## src/rac_defs.svh

```systemverilog
// register offsets, field positions and reset values of the alarm and calibration block
`ifndef RAC_DEFS_SVH
`define RAC_DEFS_SVH
// ----------------------------------------
// register byte offsets
// ----------------------------------------
`define RAC_OFS_CFG    8'h00
`define RAC_OFS_CAL    8'h04
`define RAC_OFS_WINLO  8'h08
`define RAC_OFS_WINHI  8'h0C
`define RAC_OFS_WDHR   8'h10
`define RAC_OFS_MINSEC 8'h14
// ----------------------------------------
// alarm_config_repeat fields
// ----------------------------------------
`define RAC_CFG_EN     15
`define RAC_CFG_CHIME  14
`define RAC_CFG_MASKH  13
`define RAC_CFG_MASKL  10
`define RAC_CFG_PTRH   9
`define RAC_CFG_PTRL   8
`define RAC_CFG_RPTH   7
// ----------------------------------------
// clock_config_calibration fields
// ----------------------------------------
`define RAC_CAL_ON     15
`define RAC_CAL_WREN   13
`define RAC_CAL_SYNC   12
`define RAC_CAL_H      7
// ----------------------------------------
// value field positions
// ----------------------------------------
`define RAC_WEEKDAY_DIGIT_H     10
`define RAC_WEEKDAY_DIGIT_L     8
`define RAC_HOUR_H     5
`define RAC_MIN_H      14
`define RAC_MIN_L      8
`define RAC_SEC_H      6
// ----------------------------------------
// constants
// ----------------------------------------
`define RAC_PTR_WDHR   2'h1
`define RAC_PTR_MINSEC 2'h0
`define RAC_RPT_ZERO   8'h00
`define RAC_RPT_WRAP   8'hFF
`define RAC_ZERO32     32'h0000_0000
`endif

```

## src/rac_pkg.sv

```systemverilog
// types shared by the alarm and calibration block
package rac_pkg;
  // alarm interval codes in mask order
  typedef enum logic [3:0] {
    RAC_HALFSEC,
    RAC_SEC,
    RAC_TENSEC,
    RAC_MINUTE,
    RAC_TENMIN,
    RAC_HOUR,
    RAC_DAY,
    RAC_WEEK,
    RAC_MONTH,
    RAC_YEAR
  } rac_mask_t;
endpackage : rac_pkg

```

## src/rac_alarm_cal.sv

```systemverilog
// alarm compare, repeat and calibration logic of the calendar clock, behind an APB slave
// How it works
// - weekday digit sits in bits 10..8 of weekday/hours, values 0..6; the register also holds 7
// - hour tens in bits 5..4, hour units in bits 3..0
// - minute tens in bits 14..12, minute units in bits 11..8
// - second tens in bits 6..4, units in 3..0; unused bits read zero
// - weekday/hours writes are dropped unless clock write enable is one
// - each minute with the timer on, the signed calibration byte times four goes to the timer
// - negative calibration removes pulses, positive adds them
// - alarm enable bit 15 gates every alarm
// - mask field bits 13..10 selects the alarm interval
// - mask codes 0..9 mean half second up to yearly
// - alarm fires when every digit chosen by the mask matches
// - repeat counter bits 7..0 drops by one per alarm
// - repeat zero and chime clear gives exactly one alarm
// - final alarm at zero without chime clears the enable bit
// - with chime set the counter wraps from 00 to FF
// - loading FF allows 255 more alarms after the first
// - every alarm raises the interrupt request
// - alarm pulse output toggles on each alarm
// - window pointer picks the value pair, counts down on high half access
//
// The placing of the registers and the APB register port are this design's own decisions.
`timescale 1ns/1ps
`include "rac_defs.svh"

module rac_alarm_cal
  import rac_pkg::*;
#(
  parameter int CAL_W = 8
)
(
  input  wire logic        clock,
  input  wire logic        rstn,
  input  wire logic        ce,
  input  wire logic        psel,
  input  wire logic        penable,
  input  wire logic        pwrite,
  input  wire logic [7:0]  paddr,
  input  wire logic [31:0] pwdata,
  output logic [31:0]      prdata,
  output logic             pready,
  output logic             pslverr,
  input  wire logic        halfTick,
  input  wire logic        secondEdge,
  input  wire logic        minuteTick,
  input  wire logic        clockSync,
  input  wire logic [6:0]  nowSec,
  input  wire logic [6:0]  nowMin,
  input  wire logic [5:0]  nowHour,
  input  wire logic [2:0]  nowWday,
  input  wire logic [5:0]  nowDay,
  input  wire logic [4:0]  nowMonth,
  input  wire logic [5:0]  alarmDay,
  input  wire logic [4:0]  alarmMonth,
  output logic             alarmIrq,
  output logic             alarmPulse,
  output logic             calApply,
  output logic [CAL_W+1:0] calPulses,
  output logic             timerOn
);

  // ----------------------------------------
  // state
  // ----------------------------------------
  logic             preadyReg, preadyNext;
  logic             slvErrReg, slvErrNext;
  logic [31:0]      rdataReg, rdataNext;
  logic             enReg, enNext;
  logic             chimeReg, chimeNext;
  logic [3:0]       maskReg, maskNext;
  logic [1:0]       ptrReg, ptrNext;
  logic [7:0]       rptReg, rptNext;
  logic             onReg, onNext;
  logic             wrenReg, wrenNext;
  logic [CAL_W-1:0] calReg, calNext;
  logic [2:0]       wdayReg, wdayNext;
  logic [5:0]       hourReg, hourNext;
  logic [6:0]       minReg, minNext;
  logic [6:0]       secReg, secNext;
  logic             irqReg, irqNext;
  logic             pulseReg, pulseNext;
  logic             applyReg, applyNext;
  logic [CAL_W+1:0] pulsesReg, pulsesNext;
  logic             fire, wrFire, rdFire, mapped, match, alarmEvt;
  logic [15:0]      cfgWord, calWord, wdhrWord, msWord;
  logic [7:0]       winLo, winHi;

  // ----------------------------------------
  // bus decode
  // ----------------------------------------
  // the access is taken on the edge where the master sees pready
  assign fire   = ce & psel & penable & preadyReg;
  assign wrFire = fire & pwrite;
  assign rdFire = fire & ~pwrite;
  assign mapped = (paddr == `RAC_OFS_CFG) | (paddr == `RAC_OFS_CAL) |
                  (paddr == `RAC_OFS_WINLO) | (paddr == `RAC_OFS_WINHI) |
                  (paddr == `RAC_OFS_WDHR) | (paddr == `RAC_OFS_MINSEC);

  // read views of the registers, unused bits zero
  assign cfgWord  = {enReg, chimeReg, maskReg, ptrReg, rptReg};
  assign calWord  = {onReg, 1'b0, wrenReg, clockSync, 4'h0, calReg};
  assign wdhrWord = {5'h00, wdayReg, 2'h0, hourReg};
  assign msWord   = {1'b0, minReg, 1'b0, secReg};

  // window halves follow the pointer; pairs 10 and 11 are not held here
  always_comb
  begin
    winLo = 8'h00;
    winHi = 8'h00;
    case (ptrReg)
      `RAC_PTR_MINSEC:
      begin
        winLo = msWord[7:0];
        winHi = msWord[15:8];
      end
      `RAC_PTR_WDHR:
      begin
        winLo = wdhrWord[7:0];
        winHi = wdhrWord[15:8];
      end
      default:
      begin
        winLo = 8'h00;
        winHi = 8'h00;
      end
    endcase
  end

  // ----------------------------------------
  // alarm match
  // ----------------------------------------
  // wider intervals compare more digits; reserved codes never match
  always_comb
  begin
    match = 1'b0;
    case (rac_mask_t'(maskReg))
      RAC_HALFSEC: match = 1'b1;
      RAC_SEC:     match = secondEdge;
      RAC_TENSEC:  match = secondEdge & (nowSec[3:0] == secReg[3:0]);
      RAC_MINUTE:  match = secondEdge & (nowSec == secReg);
      RAC_TENMIN:  match = secondEdge & (nowSec == secReg) &
                           (nowMin[3:0] == minReg[3:0]);
      RAC_HOUR:    match = secondEdge & (nowSec == secReg) & (nowMin == minReg);
      RAC_DAY:     match = secondEdge & (nowSec == secReg) & (nowMin == minReg) &
                           (nowHour == hourReg);
      RAC_WEEK:    match = secondEdge & (nowSec == secReg) & (nowMin == minReg) &
                           (nowHour == hourReg) & (nowWday == wdayReg);
      RAC_MONTH:   match = secondEdge & (nowSec == secReg) & (nowMin == minReg) &
                           (nowHour == hourReg) & (nowDay == alarmDay);
      RAC_YEAR:    match = secondEdge & (nowSec == secReg) & (nowMin == minReg) &
                           (nowHour == hourReg) & (nowDay == alarmDay) &
                           (nowMonth == alarmMonth);
      default:     match = 1'b0;
    endcase
  end

  // one event per half-second tick, so a held match fires once
  assign alarmEvt = ce & halfTick & enReg & match;

  // ----------------------------------------
  // bus answer: one wait cycle, then pready for one cycle
  // ----------------------------------------
  always_comb
  begin
    preadyNext = psel & penable & ~preadyReg;
    slvErrNext = 1'b0;
    rdataNext  = rdataReg;
    if (psel & penable & ~preadyReg)
    begin
      slvErrNext = ~mapped;
      rdataNext  = `RAC_ZERO32;
      case (paddr)
        `RAC_OFS_CFG:    rdataNext = {16'h0000, cfgWord};
        `RAC_OFS_CAL:    rdataNext = {16'h0000, calWord};
        `RAC_OFS_WINLO:  rdataNext = {24'h000000, winLo};
        `RAC_OFS_WINHI:  rdataNext = {24'h000000, winHi};
        `RAC_OFS_WDHR:   rdataNext = {16'h0000, wdhrWord};
        `RAC_OFS_MINSEC: rdataNext = {16'h0000, msWord};
        default:         rdataNext = `RAC_ZERO32;
      endcase
    end
  end

  always_ff @(posedge clock or negedge rstn)
  begin
    if (!rstn)
    begin
      preadyReg <= 1'b0;
      slvErrReg <= 1'b0;
      rdataReg  <= `RAC_ZERO32;
    end
    else if (ce)
    begin
      preadyReg <= preadyNext;
      slvErrReg <= slvErrNext;
      rdataReg  <= rdataNext;
    end
  end

  // ----------------------------------------
  // configuration, calibration and alarm values
  // ----------------------------------------
  // the alarm's own update is applied after the software write, so the
  // hardware result wins when both land on one edge
  always_comb
  begin
    enNext    = enReg;
    chimeNext = chimeReg;
    maskNext  = maskReg;
    ptrNext   = ptrReg;
    rptNext   = rptReg;
    onNext    = onReg;
    wrenNext  = wrenReg;
    calNext   = calReg;
    wdayNext  = wdayReg;
    hourNext  = hourReg;
    minNext   = minReg;
    secNext   = secReg;
    if (wrFire && paddr == `RAC_OFS_CFG)
    begin
      enNext    = pwdata[`RAC_CFG_EN];
      chimeNext = pwdata[`RAC_CFG_CHIME];
      maskNext  = pwdata[`RAC_CFG_MASKH:`RAC_CFG_MASKL];
      ptrNext   = pwdata[`RAC_CFG_PTRH:`RAC_CFG_PTRL];
      rptNext   = pwdata[`RAC_CFG_RPTH:0];
    end
    if (wrFire && paddr == `RAC_OFS_CAL)
    begin
      onNext   = pwdata[`RAC_CAL_ON];
      wrenNext = pwdata[`RAC_CAL_WREN];
      calNext  = pwdata[`RAC_CAL_H:0];
    end
    // weekday/hours is locked while write enable is low
    if (wrFire && paddr == `RAC_OFS_WDHR && wrenReg)
    begin
      wdayNext = pwdata[`RAC_WEEKDAY_DIGIT_H:`RAC_WEEKDAY_DIGIT_L];
      hourNext = pwdata[`RAC_HOUR_H:0];
    end
    if (wrFire && paddr == `RAC_OFS_MINSEC)
    begin
      minNext = pwdata[`RAC_MIN_H:`RAC_MIN_L];
      secNext = pwdata[`RAC_SEC_H:0];
    end
    // window writes go to the pair the pointer selects
    if (wrFire && paddr == `RAC_OFS_WINLO)
    begin
      if (ptrReg == `RAC_PTR_MINSEC)
        secNext = pwdata[`RAC_SEC_H:0];
      else if (ptrReg == `RAC_PTR_WDHR && wrenReg)
        hourNext = pwdata[`RAC_HOUR_H:0];
    end
    if (wrFire && paddr == `RAC_OFS_WINHI)
    begin
      if (ptrReg == `RAC_PTR_MINSEC)
        minNext = pwdata[`RAC_MIN_H-`RAC_MIN_L:0];
      else if (ptrReg == `RAC_PTR_WDHR && wrenReg)
        wdayNext = pwdata[`RAC_WEEKDAY_DIGIT_H-`RAC_WEEKDAY_DIGIT_L:0];
    end
    // each high-half access steps the pointer down, stopping at zero
    if (fire && paddr == `RAC_OFS_WINHI && ptrReg != 2'h0)
      ptrNext = ptrReg - 2'h1;
    // repeat counter and self-disable on each alarm
    if (alarmEvt)
    begin
      if (rptReg != `RAC_RPT_ZERO)
        rptNext = rptReg - 8'h01;
      else if (chimeReg)
        rptNext = `RAC_RPT_WRAP;
      else
        enNext = 1'b0;
    end
  end

  always_ff @(posedge clock or negedge rstn)
  begin
    if (!rstn)
    begin
      enReg    <= 1'b0;
      chimeReg <= 1'b0;
      maskReg  <= 4'h0;
      ptrReg   <= 2'h0;
      rptReg   <= `RAC_RPT_ZERO;
      onReg    <= 1'b0;
      wrenReg  <= 1'b0;
      calReg   <= '0;
      wdayReg  <= 3'h0;
      hourReg  <= 6'h00;
      minReg   <= 7'h00;
      secReg   <= 7'h00;
    end
    else if (ce)
    begin
      enReg    <= enNext;
      chimeReg <= chimeNext;
      maskReg  <= maskNext;
      ptrReg   <= ptrNext;
      rptReg   <= rptNext;
      onReg    <= onNext;
      wrenReg  <= wrenNext;
      calReg   <= calNext;
      wdayReg  <= wdayNext;
      hourReg  <= hourNext;
      minReg   <= minNext;
      secReg   <= secNext;
    end
  end

  // ----------------------------------------
  // event outputs and calibration pulse
  // ----------------------------------------
  // correction is sign-extended and scaled by four; timer adds or drops it
  always_comb
  begin
    irqNext    = alarmEvt;
    pulseNext  = pulseReg ^ alarmEvt;
    applyNext  = minuteTick & onReg;
    pulsesNext = pulsesReg;
    if (minuteTick && onReg)
      pulsesNext = {calReg[CAL_W-1], calReg[CAL_W-1], calReg} <<< 2;
  end

  always_ff @(posedge clock or negedge rstn)
  begin
    if (!rstn)
    begin
      irqReg    <= 1'b0;
      pulseReg  <= 1'b0;
      applyReg  <= 1'b0;
      pulsesReg <= '0;
    end
    else if (ce)
    begin
      irqReg    <= irqNext;
      pulseReg  <= pulseNext;
      applyReg  <= applyNext;
      pulsesReg <= pulsesNext;
    end
  end

  assign prdata    = rdataReg;
  assign pready    = preadyReg;
  assign pslverr   = slvErrReg;
  assign alarmIrq  = irqReg;
  assign alarmPulse = pulseReg;
  assign calApply  = applyReg;
  assign calPulses = pulsesReg;
  assign timerOn   = onReg;
endmodule : rac_alarm_cal

```

## config.mk

```make
export PLATFORM = sky130hd
export DESIGN_NAME = rac_alarm_cal
export DESIGN_NICKNAME = d
export VERILOG_FILES = /design/src/rac_pkg.sv /design/src/rac_alarm_cal.sv
export VERILOG_INCLUDE_DIRS = /design/src
export SDC_FILE = /design/constraint.sdc
export NUM_CORES = 1
export LEC_CHECK = 0
export ABC_AREA = 1
export BUFFER_PORTS_ARGS = -buffer_cell sky130_fd_sc_hd__clkbuf_2
export CELL_PAD_IN_SITES_DETAIL_PLACEMENT = 1
export CELL_PAD_IN_SITES_GLOBAL_PLACEMENT = 1
export CORE_MARGIN = 4
export CORE_UTILIZATION = 35
export DETAILED_ROUTE_END_ITERATION = 10
export GPL_ROUTABILITY_DRIVEN = 0
export GPL_TIMING_DRIVEN = 0
export PLACE_DENSITY = 0.88
export SYNTH_ARGS = -nofsm -noshare
export SYNTH_HDL_FRONTEND = slang
export SYNTH_SLANG_ARGS = --single-unit
```

## constraint.sdc

```tcl
create_clock -name clock -period 2.2 [get_ports clock]
set_clock_uncertainty 0.15 [all_clocks]
set_input_delay 0.11 -clock clock [delete_from_list [all_inputs] [get_ports clock]]
set_output_delay 0.11 -clock clock [all_outputs]
set_load 0.05 [all_outputs]
```

==> results of run 1 <==
## metal layers
metal | up-vias | track usage
li1 | 2644 | -
met1 | 2656 | 0.288
met2 | 203 | 0.368
met3 | 40 | 0.0322
met4 | 0 | 0.0809
met5 | - | 0.0118
## final cells by class
| cell class | instances | area share |
|---|---|---|
| flip-flops and latches | 78 | 0.302 |
| inverters | 114 | 0.0679 |
| multi-input cells | 541 | 0.396 |
| repair buffers | 124 | 0.111 |
| clock inverters | 6 | 0.0108 |
| clock buffers | 10 | 0.0354 |
| plain buffers | 40 | 0.0420 |
| well taps | 180 | 0.0348 |
## worst min-delay path: stages
cell,delay [ns]
clkbuf_2,0.21
nand2_1,0.08
o21ai_0,0.07
## cells in the mapped netlist (4+ instances only)
cell type,n,area [um2]
a21oi_1,11,55.1
buf_2,6,30.0
buf_4,19,143
buf_6,5,56.3
clkbuf_1,9,33.8
dfrtp_1,78,1950
ha_1,4,50.1
inv_1,107,402
inv_2,5,18.8
nand2_1,263,987
nand2_2,7,43.8
nand3_1,52,260
nand4_1,4,25.0
nor2_1,45,169
nor2_2,4,25.0
o21ai_0,59,295
o21ai_1,8,40.0
o22ai_1,26,163
or2_2,4,25.0
xnor2_1,10,87.6
## worst paths after layout
kind	startpoint	endpoint	slack, ns
min in group asynchronous	rstn	prdata[7]	0.09
max	ptrReg[0]	prdata[1]	0.13
max reg2reg	ptrReg[0]	prdata[1]	0.13
min reg2reg	prdata[1]	prdata[1]	0.33
max in group asynchronous	rstn	minReg[1]	1.21
min	pwdata[0]	hourReg[0]	0.01
## power by group
part | switching (mW) | internal [mW] | total [mW]
Combinational | 0.386 | 0.202 | 0.589
Sequential | 0.0400 | 1.48 | 1.52
Clock | 0.644 | 0.890 | 1.53
Total | 1.07 | 2.57 | 3.64
## metrics by stage
step                      worst slack, ns  instances  utilization
after detailed placement           0.0610       1062        0.425
after floorplan                     0.243        773            -
after global routing              0.00792       1093        0.459
after CTS                          0.0190       1092        0.456
after global placement            -0.0203       1061        0.423
final                               0.128       1093        0.459
## logic make-up after synthesis
family / after synthesis
AND/OR/NAND/NOR: 392
buffers and inverters: 154
AO/OA/AOI/OAI: 114
flip-flops: 78
XOR/XNOR: 12
adder cells (fa/ha/maj): 4
other: 1
multiplexers: 1
## flip-flops by register name (all words and copies together) (netlist names), 4 cells and up
register and count:
hourReg 6, rptReg 8, prdata 16, calReg 8
calPulses 8, maskReg 4, secReg 7, minReg 7
## what timing repair did
item / CTS / global route
endpoints found under the hold margin: 100 / 0
setup endpoints to repair: 0 / 17
gates resized for setup: 0 / 11
hold buffers: 14 / 0
buffers inserted: 0 / 1
==> results by group, run 1 <==
Route
  – Final wirelength: ~18 mm
  – Met2 WL: between 8 and 9 mm
  – TritonRoute pass-1 iters: 5
  – Max Used Layer: met4
  – # DRC: 0
  – Final antenna-violating net count: 0
  – Met3 wire length: between 1 and 1.5 mm
  – Wl on met1: about 7.8 mm
  – Starting DRT DRC Count: ~290
  – Total number of vias: 5543
  – Via density: 5.07
  – WL per Instance: 16.7 um

Layout
  – Fillers: about 1900
  – Final net count: approximately 1000
  – Commonest non-fill, non-tap cell in the layout: nand2_1
  – ANT cells: 0
  – Register Area: just under 2000 um2
  – Design Area, Final: between 6000 and 7000 um2
  – Area of the multi-input gates: 2560 um2
  – Share of cells above drive strength 1: 0.216
  – Area grow syn2layout: 26.1%
  – Most frequent cells in the layout: nand2_1, clkbuf_2, inv_1, dfrtp_1, o21ai_0

STA
  – RSZ-0062 raised after global routing: false
  – Setup TNS: 0 ns
  – Fin Hold WS: 0.0124 ns
  – Slew HR: 0.596
  – # setup viols final: 0
  – Fin. max-slew vios: 0
  – Min cycle time layout: just over 2 ns
  – Fin crit share: 0.942
  – Hold Fails Final Rpt: 0
  – F_max: approximately 0.48 GHz
  – Worst Tran Pin Value: around 0.61 ns

CTS
  – CTS Root Buffer Type: clkbuf_16
  – Cts bufs inserted: 9
  – CTS max path bufs: 2
  – CTS tree: yes
  – Clk sink count: between 70 and 80
  – H-tree depth: 3
  – Clock network latency to the later pin of the worst-skew pair: around 0.34 ns
  – Reg clk slew, reported paths: 0.06 ns

Die
  – Cell Rows: 43
  – Die Wd: 129 um
  – Core area: roughly 14000 um2
  – Die ar.: roughly 17000 um2
  – Die Ht: 129 um
  – Initial core utilization: 0.364
  – Top-level port count: 143

Setup path
  – CP cell instances: inv_1, ha_1, clkbuf_4, clkinvlp_4, buf_4, o22ai_1, nand3_1, nand2_1, o31ai_2, nand2_1
  – Setup crit start kind: flip-flop
  – CP Data Required Time: about 2.3 ns
  – Worst-path maximum fanout: 10
  – Instance count on the critical path: 10
  – Critical path type: reg2reg
  – Critical path endpoint category: flip-flop
  – Buffers & Inverters on Critical Path: 4
  – WP data arrival: ~2.1 ns
  – Most used cell, CP: nand2_1
  – Cell family with the largest share of critical-path delay: buffers and inverters
  – Critical path's slowest cell: dfrtp_1
  – Crit-path max cell delay: around 0.4 ns
  – Worst R2R Path Depth: 10

Synthesis
  – Number of flops mapped to enable cells by yosys: 0
  – XOR/XNOR share of the synthesized area: 0.0205
  – Post-synthesis sequential area ratio: 0.380
  – Post-Syn Area: roughly 5000 um2
  – Dominant synthesized flop cell: dfrtp_1
  – Multiplexer area fraction after synthesis: 0.00219
  – Synth unique cells: 42
  – Ys Warns: 0
  – Synth Register Bits: a little under 80
  – Synth Area in Compound Gates: 0.129
  – Async S/R FF share, synth: 1.00
  – Mapped Cells: 756
  – Post-Synth Adder-Cell Area: 0.00975
  – Syn avg cell area: roughly 6.8 um2
  – Largest family of logic cells by synthesized area: simple AND/OR/NAND/NOR gates
  – Simple-Gate Fraction of Synth Area: 0.321

Placement
  – DP HPWL: 14.0 mm
  – Port Buffers: approximately 110
  – Post-Place Cell Area: ~6000 um2

Global route
  – First-pass GRT wire length: between 20 and 30 mm
  – Initial antenna violation count: 0
  – Largest net degree at the start of global routing: 59
  – Grt ovf: 0
  – Tot GR Track Use: 0.220
  – Vias in the first global route: about 5600

Flow run
  – # Max-Cap Violations: 0

Power and ir drop
  – Leak: between 3 and 4 nW
  – Total chip power: approximately 3.6 mW
  – PwrDens: approximately 560 nW/um2
  – Peak supply drop: between 0.0003 and 0.0004 V

Outcome
  – Status: finished, final reports clean

Min path
  – Hold Path Cell Cnt: 3
  – HP Class: in2reg
(Power assumes the default switching activity.)
==> run 2, diff against run 1 <==
--- a/config.mk
+++ b/config.mk
@@ -15,7 +15,7 @@
 export DETAILED_ROUTE_END_ITERATION = 10
 export GPL_ROUTABILITY_DRIVEN = 0
 export GPL_TIMING_DRIVEN = 0
-export PLACE_DENSITY = 0.88
+export PLACE_DENSITY = 0.75
 export SYNTH_ARGS = -nofsm -noshare
 export SYNTH_HDL_FRONTEND = slang
 export SYNTH_SLANG_ARGS = --single-unit
==> results by group, run 2 (synthesis gave the netlist of run 1 again) <==
Outcome
  – Status: finished, final reports clean

Power and ir drop
  – Sw frac: 0.299
  – PwrDens: 561 nW/um2
  – Combinational power share: 0.163
  – Peak supply drop: ~0.00026 V
  – Clk pwr share: 0.423
  – Leak: 3.60 nW
  – Internal power: roughly 2.6 mW
  – Seq pwr share: 0.414
  – Psw: about 1.1 mW

Global route
  – Initial antenna violation count: 0
  – Grt ovf: 0
  – Vias in the first global route: 5849
  – Largest net degree at the start of global routing: between 50 and 60
  – Tot GR Track Use: 0.237
  – First-pass GRT wire length: roughly 31 mm

Setup path
  – Worst-path maximum fanout: 10
  – WP data arrival: between 2 and 2.5 ns
  – Crit-path max cell delay: approximately 0.45 ns
  – CP cell instances: inv_1, ha_1, buf_4, clkinvlp_4, buf_4, buf_4, o22ai_1, nand2_1, nand3_1, nand2_1, nand2_1
  – Setup crit start kind: flip-flop
  – Cell family with the largest share of critical-path delay: buffers and inverters
  – Critical path endpoint category: flip-flop
  – Buffers & Inverters on Critical Path: 5
  – CP Data Required Time: between 2 and 2.5 ns
  – Critical path type: reg2reg
  – Reg2reg start: ptrReg[0]
  – Critical Path Start: ptrReg[0]
  – Critical path's slowest cell: dfrtp_1

Die
  – Cell Rows: 43
  – Core area: approximately 14000 um2
  – Initial core utilization: 0.364
  – Top-level port count: 143
  – Die Ht: between 100 and 150 um
  – Die Wd: ~130 um
  – Die ar.: ~17000 um2

CTS
  – CTS tree: yes
  – H-tree depth: 3
  – Clk sink count: slightly below 80
  – Reg clk slew, reported paths: around 0.06 ns
  – Cts bufs inserted: 9
  – CTS max path bufs: 2
  – Clock network latency to the later pin of the worst-skew pair: between 0.3 and 0.4 ns
  – CTS Root Buffer Type: clkbuf_16

Placement
  – DP HPWL: ~15 mm
  – Port Buffers: about 110
  – Post-Place Cell Area: 5990 um2

Route
  – Starting DRT DRC Count: 460
  – Final antenna-violating net count: 0
  – Via density: between 5 and 6
  – # DRC: 0
  – TritonRoute pass-1 iters: 4
  – WL per Instance: around 17 um
  – Total number of vias: between 5000 and 6000
  – Final wirelength: roughly 19 mm

STA
  – Hold Fails Final Rpt: 0
  – # setup viols final: 0
  – Min cycle time layout: ~2.1 ns
  – Fin. max-slew vios: 0
  – Worst Tran Pin Value: between 0.6 and 0.7 ns
  – Slew HR: 0.549
  – Fin crit share: 0.946
  – F_max: 0.480 GHz
  – Setup TNS: 0 ns

Layout
  – Area grow syn2layout: 27.1%
  – Final net count: a little over 1000
  – Commonest non-fill, non-tap cell in the layout: nand2_1
  – Flip-flop count of the largest register after layout: 16
  – Most frequent cells in the layout: nand2_1, clkbuf_2, inv_1, dfrtp_1, o21ai_0
  – Final Core Density: 0.463
  – Share of cells above drive strength 1: 0.218
  – Design Area, Final: around 6500 um2
  – ANT cells: 0

Flow run
  – # Max-Cap Violations: 0

Min path
  – HP Class: in2reg
  – Worst Hold Launch: pwdata[2]
==> run 2: path summary, 6_finish.rpt <==
path,end,slack [ns],depth (start not counted)
min,hourReg[2],0.01,3
min in group asynchronous,minReg[1],0.10,2
max reg2reg,prdata[2],0.12,11
min reg2reg,prdata[13],0.33,2
max in group asynchronous,rptReg[3],1.19,3
max,prdata[2],0.12,11
==> run 2: layer usage <==
metal	wire length [um]	share of wire	track usage	vias to the layer above
met1	8240	0.43	0.306	2654
met5	0	0	0	-
met2	9340	0.49	0.402	151
li1	-	-	-	2660
met3	1110	0.058	0.0317	36
met4	518	0.027	0.0982	0
==> run 2: area by class of cell <==
cell class / instances / area, um2
tap: 180 / 225
multi-input combinational: 541 / 2560
inverter: 114 / 439
buffer: 40 / 272
timing repair buffer: 130 / 773
clock buffer: 9 / 225
sequential: 78 / 1950
fill: 1885 / 7570
clock inverter: 7 / 75.1
==> run 2: through the flow <==
stage | hold WS [ns] | worst slack, ns | power (mW) | cells
2_1_floorplan | -0.336 | 0.243 | 1.87 | 773
3_3_place_gp | 0.220 | -0.0233 | 2.07 | 1061
3_5_place_dp | -0.0584 | 0.0256 | 2.10 | 1062
4_1_cts | 0.0150 | 0.0134 | 3.67 | 1096
5_1_grt | 0.0628 | -0.00652 | 3.81 | 1099
6_report | 0.0140 | 0.119 | 3.66 | 1099
==> run 2: worst register-to-register path, stage by stage, from the launching register on <==
cell        delay, ns
dfrtp_1          0.45
inv_1            0.12
ha_1             0.15
buf_4            0.20
clkinvlp_4       0.17
buf_4            0.18
buf_4            0.13
o22ai_1          0.16
nand2_1          0.07
nand3_1          0.10
nand2_1          0.07
nand2_1          0.08
==> run 2: what timing repair did <==
action,CTS,global route
hold buffers,18,0
endpoints found under the setup margin,0,24
buffers inserted,0,3
endpoints found under the hold margin,103,0
resized for setup,0,11
==> run 2: power by group through the flow <==
stage	Sequential (mW)	Clock, mW	Combinational (mW)
4_1_cts	1.51	1.56	0.591
6_report	1.52	1.55	0.596
3_5_place_dp	1.54	0	0.561
3_3_place_gp	1.54	0	0.533
5_1_grt	1.52	1.62	0.660
2_1_floorplan	1.56	0	0.310
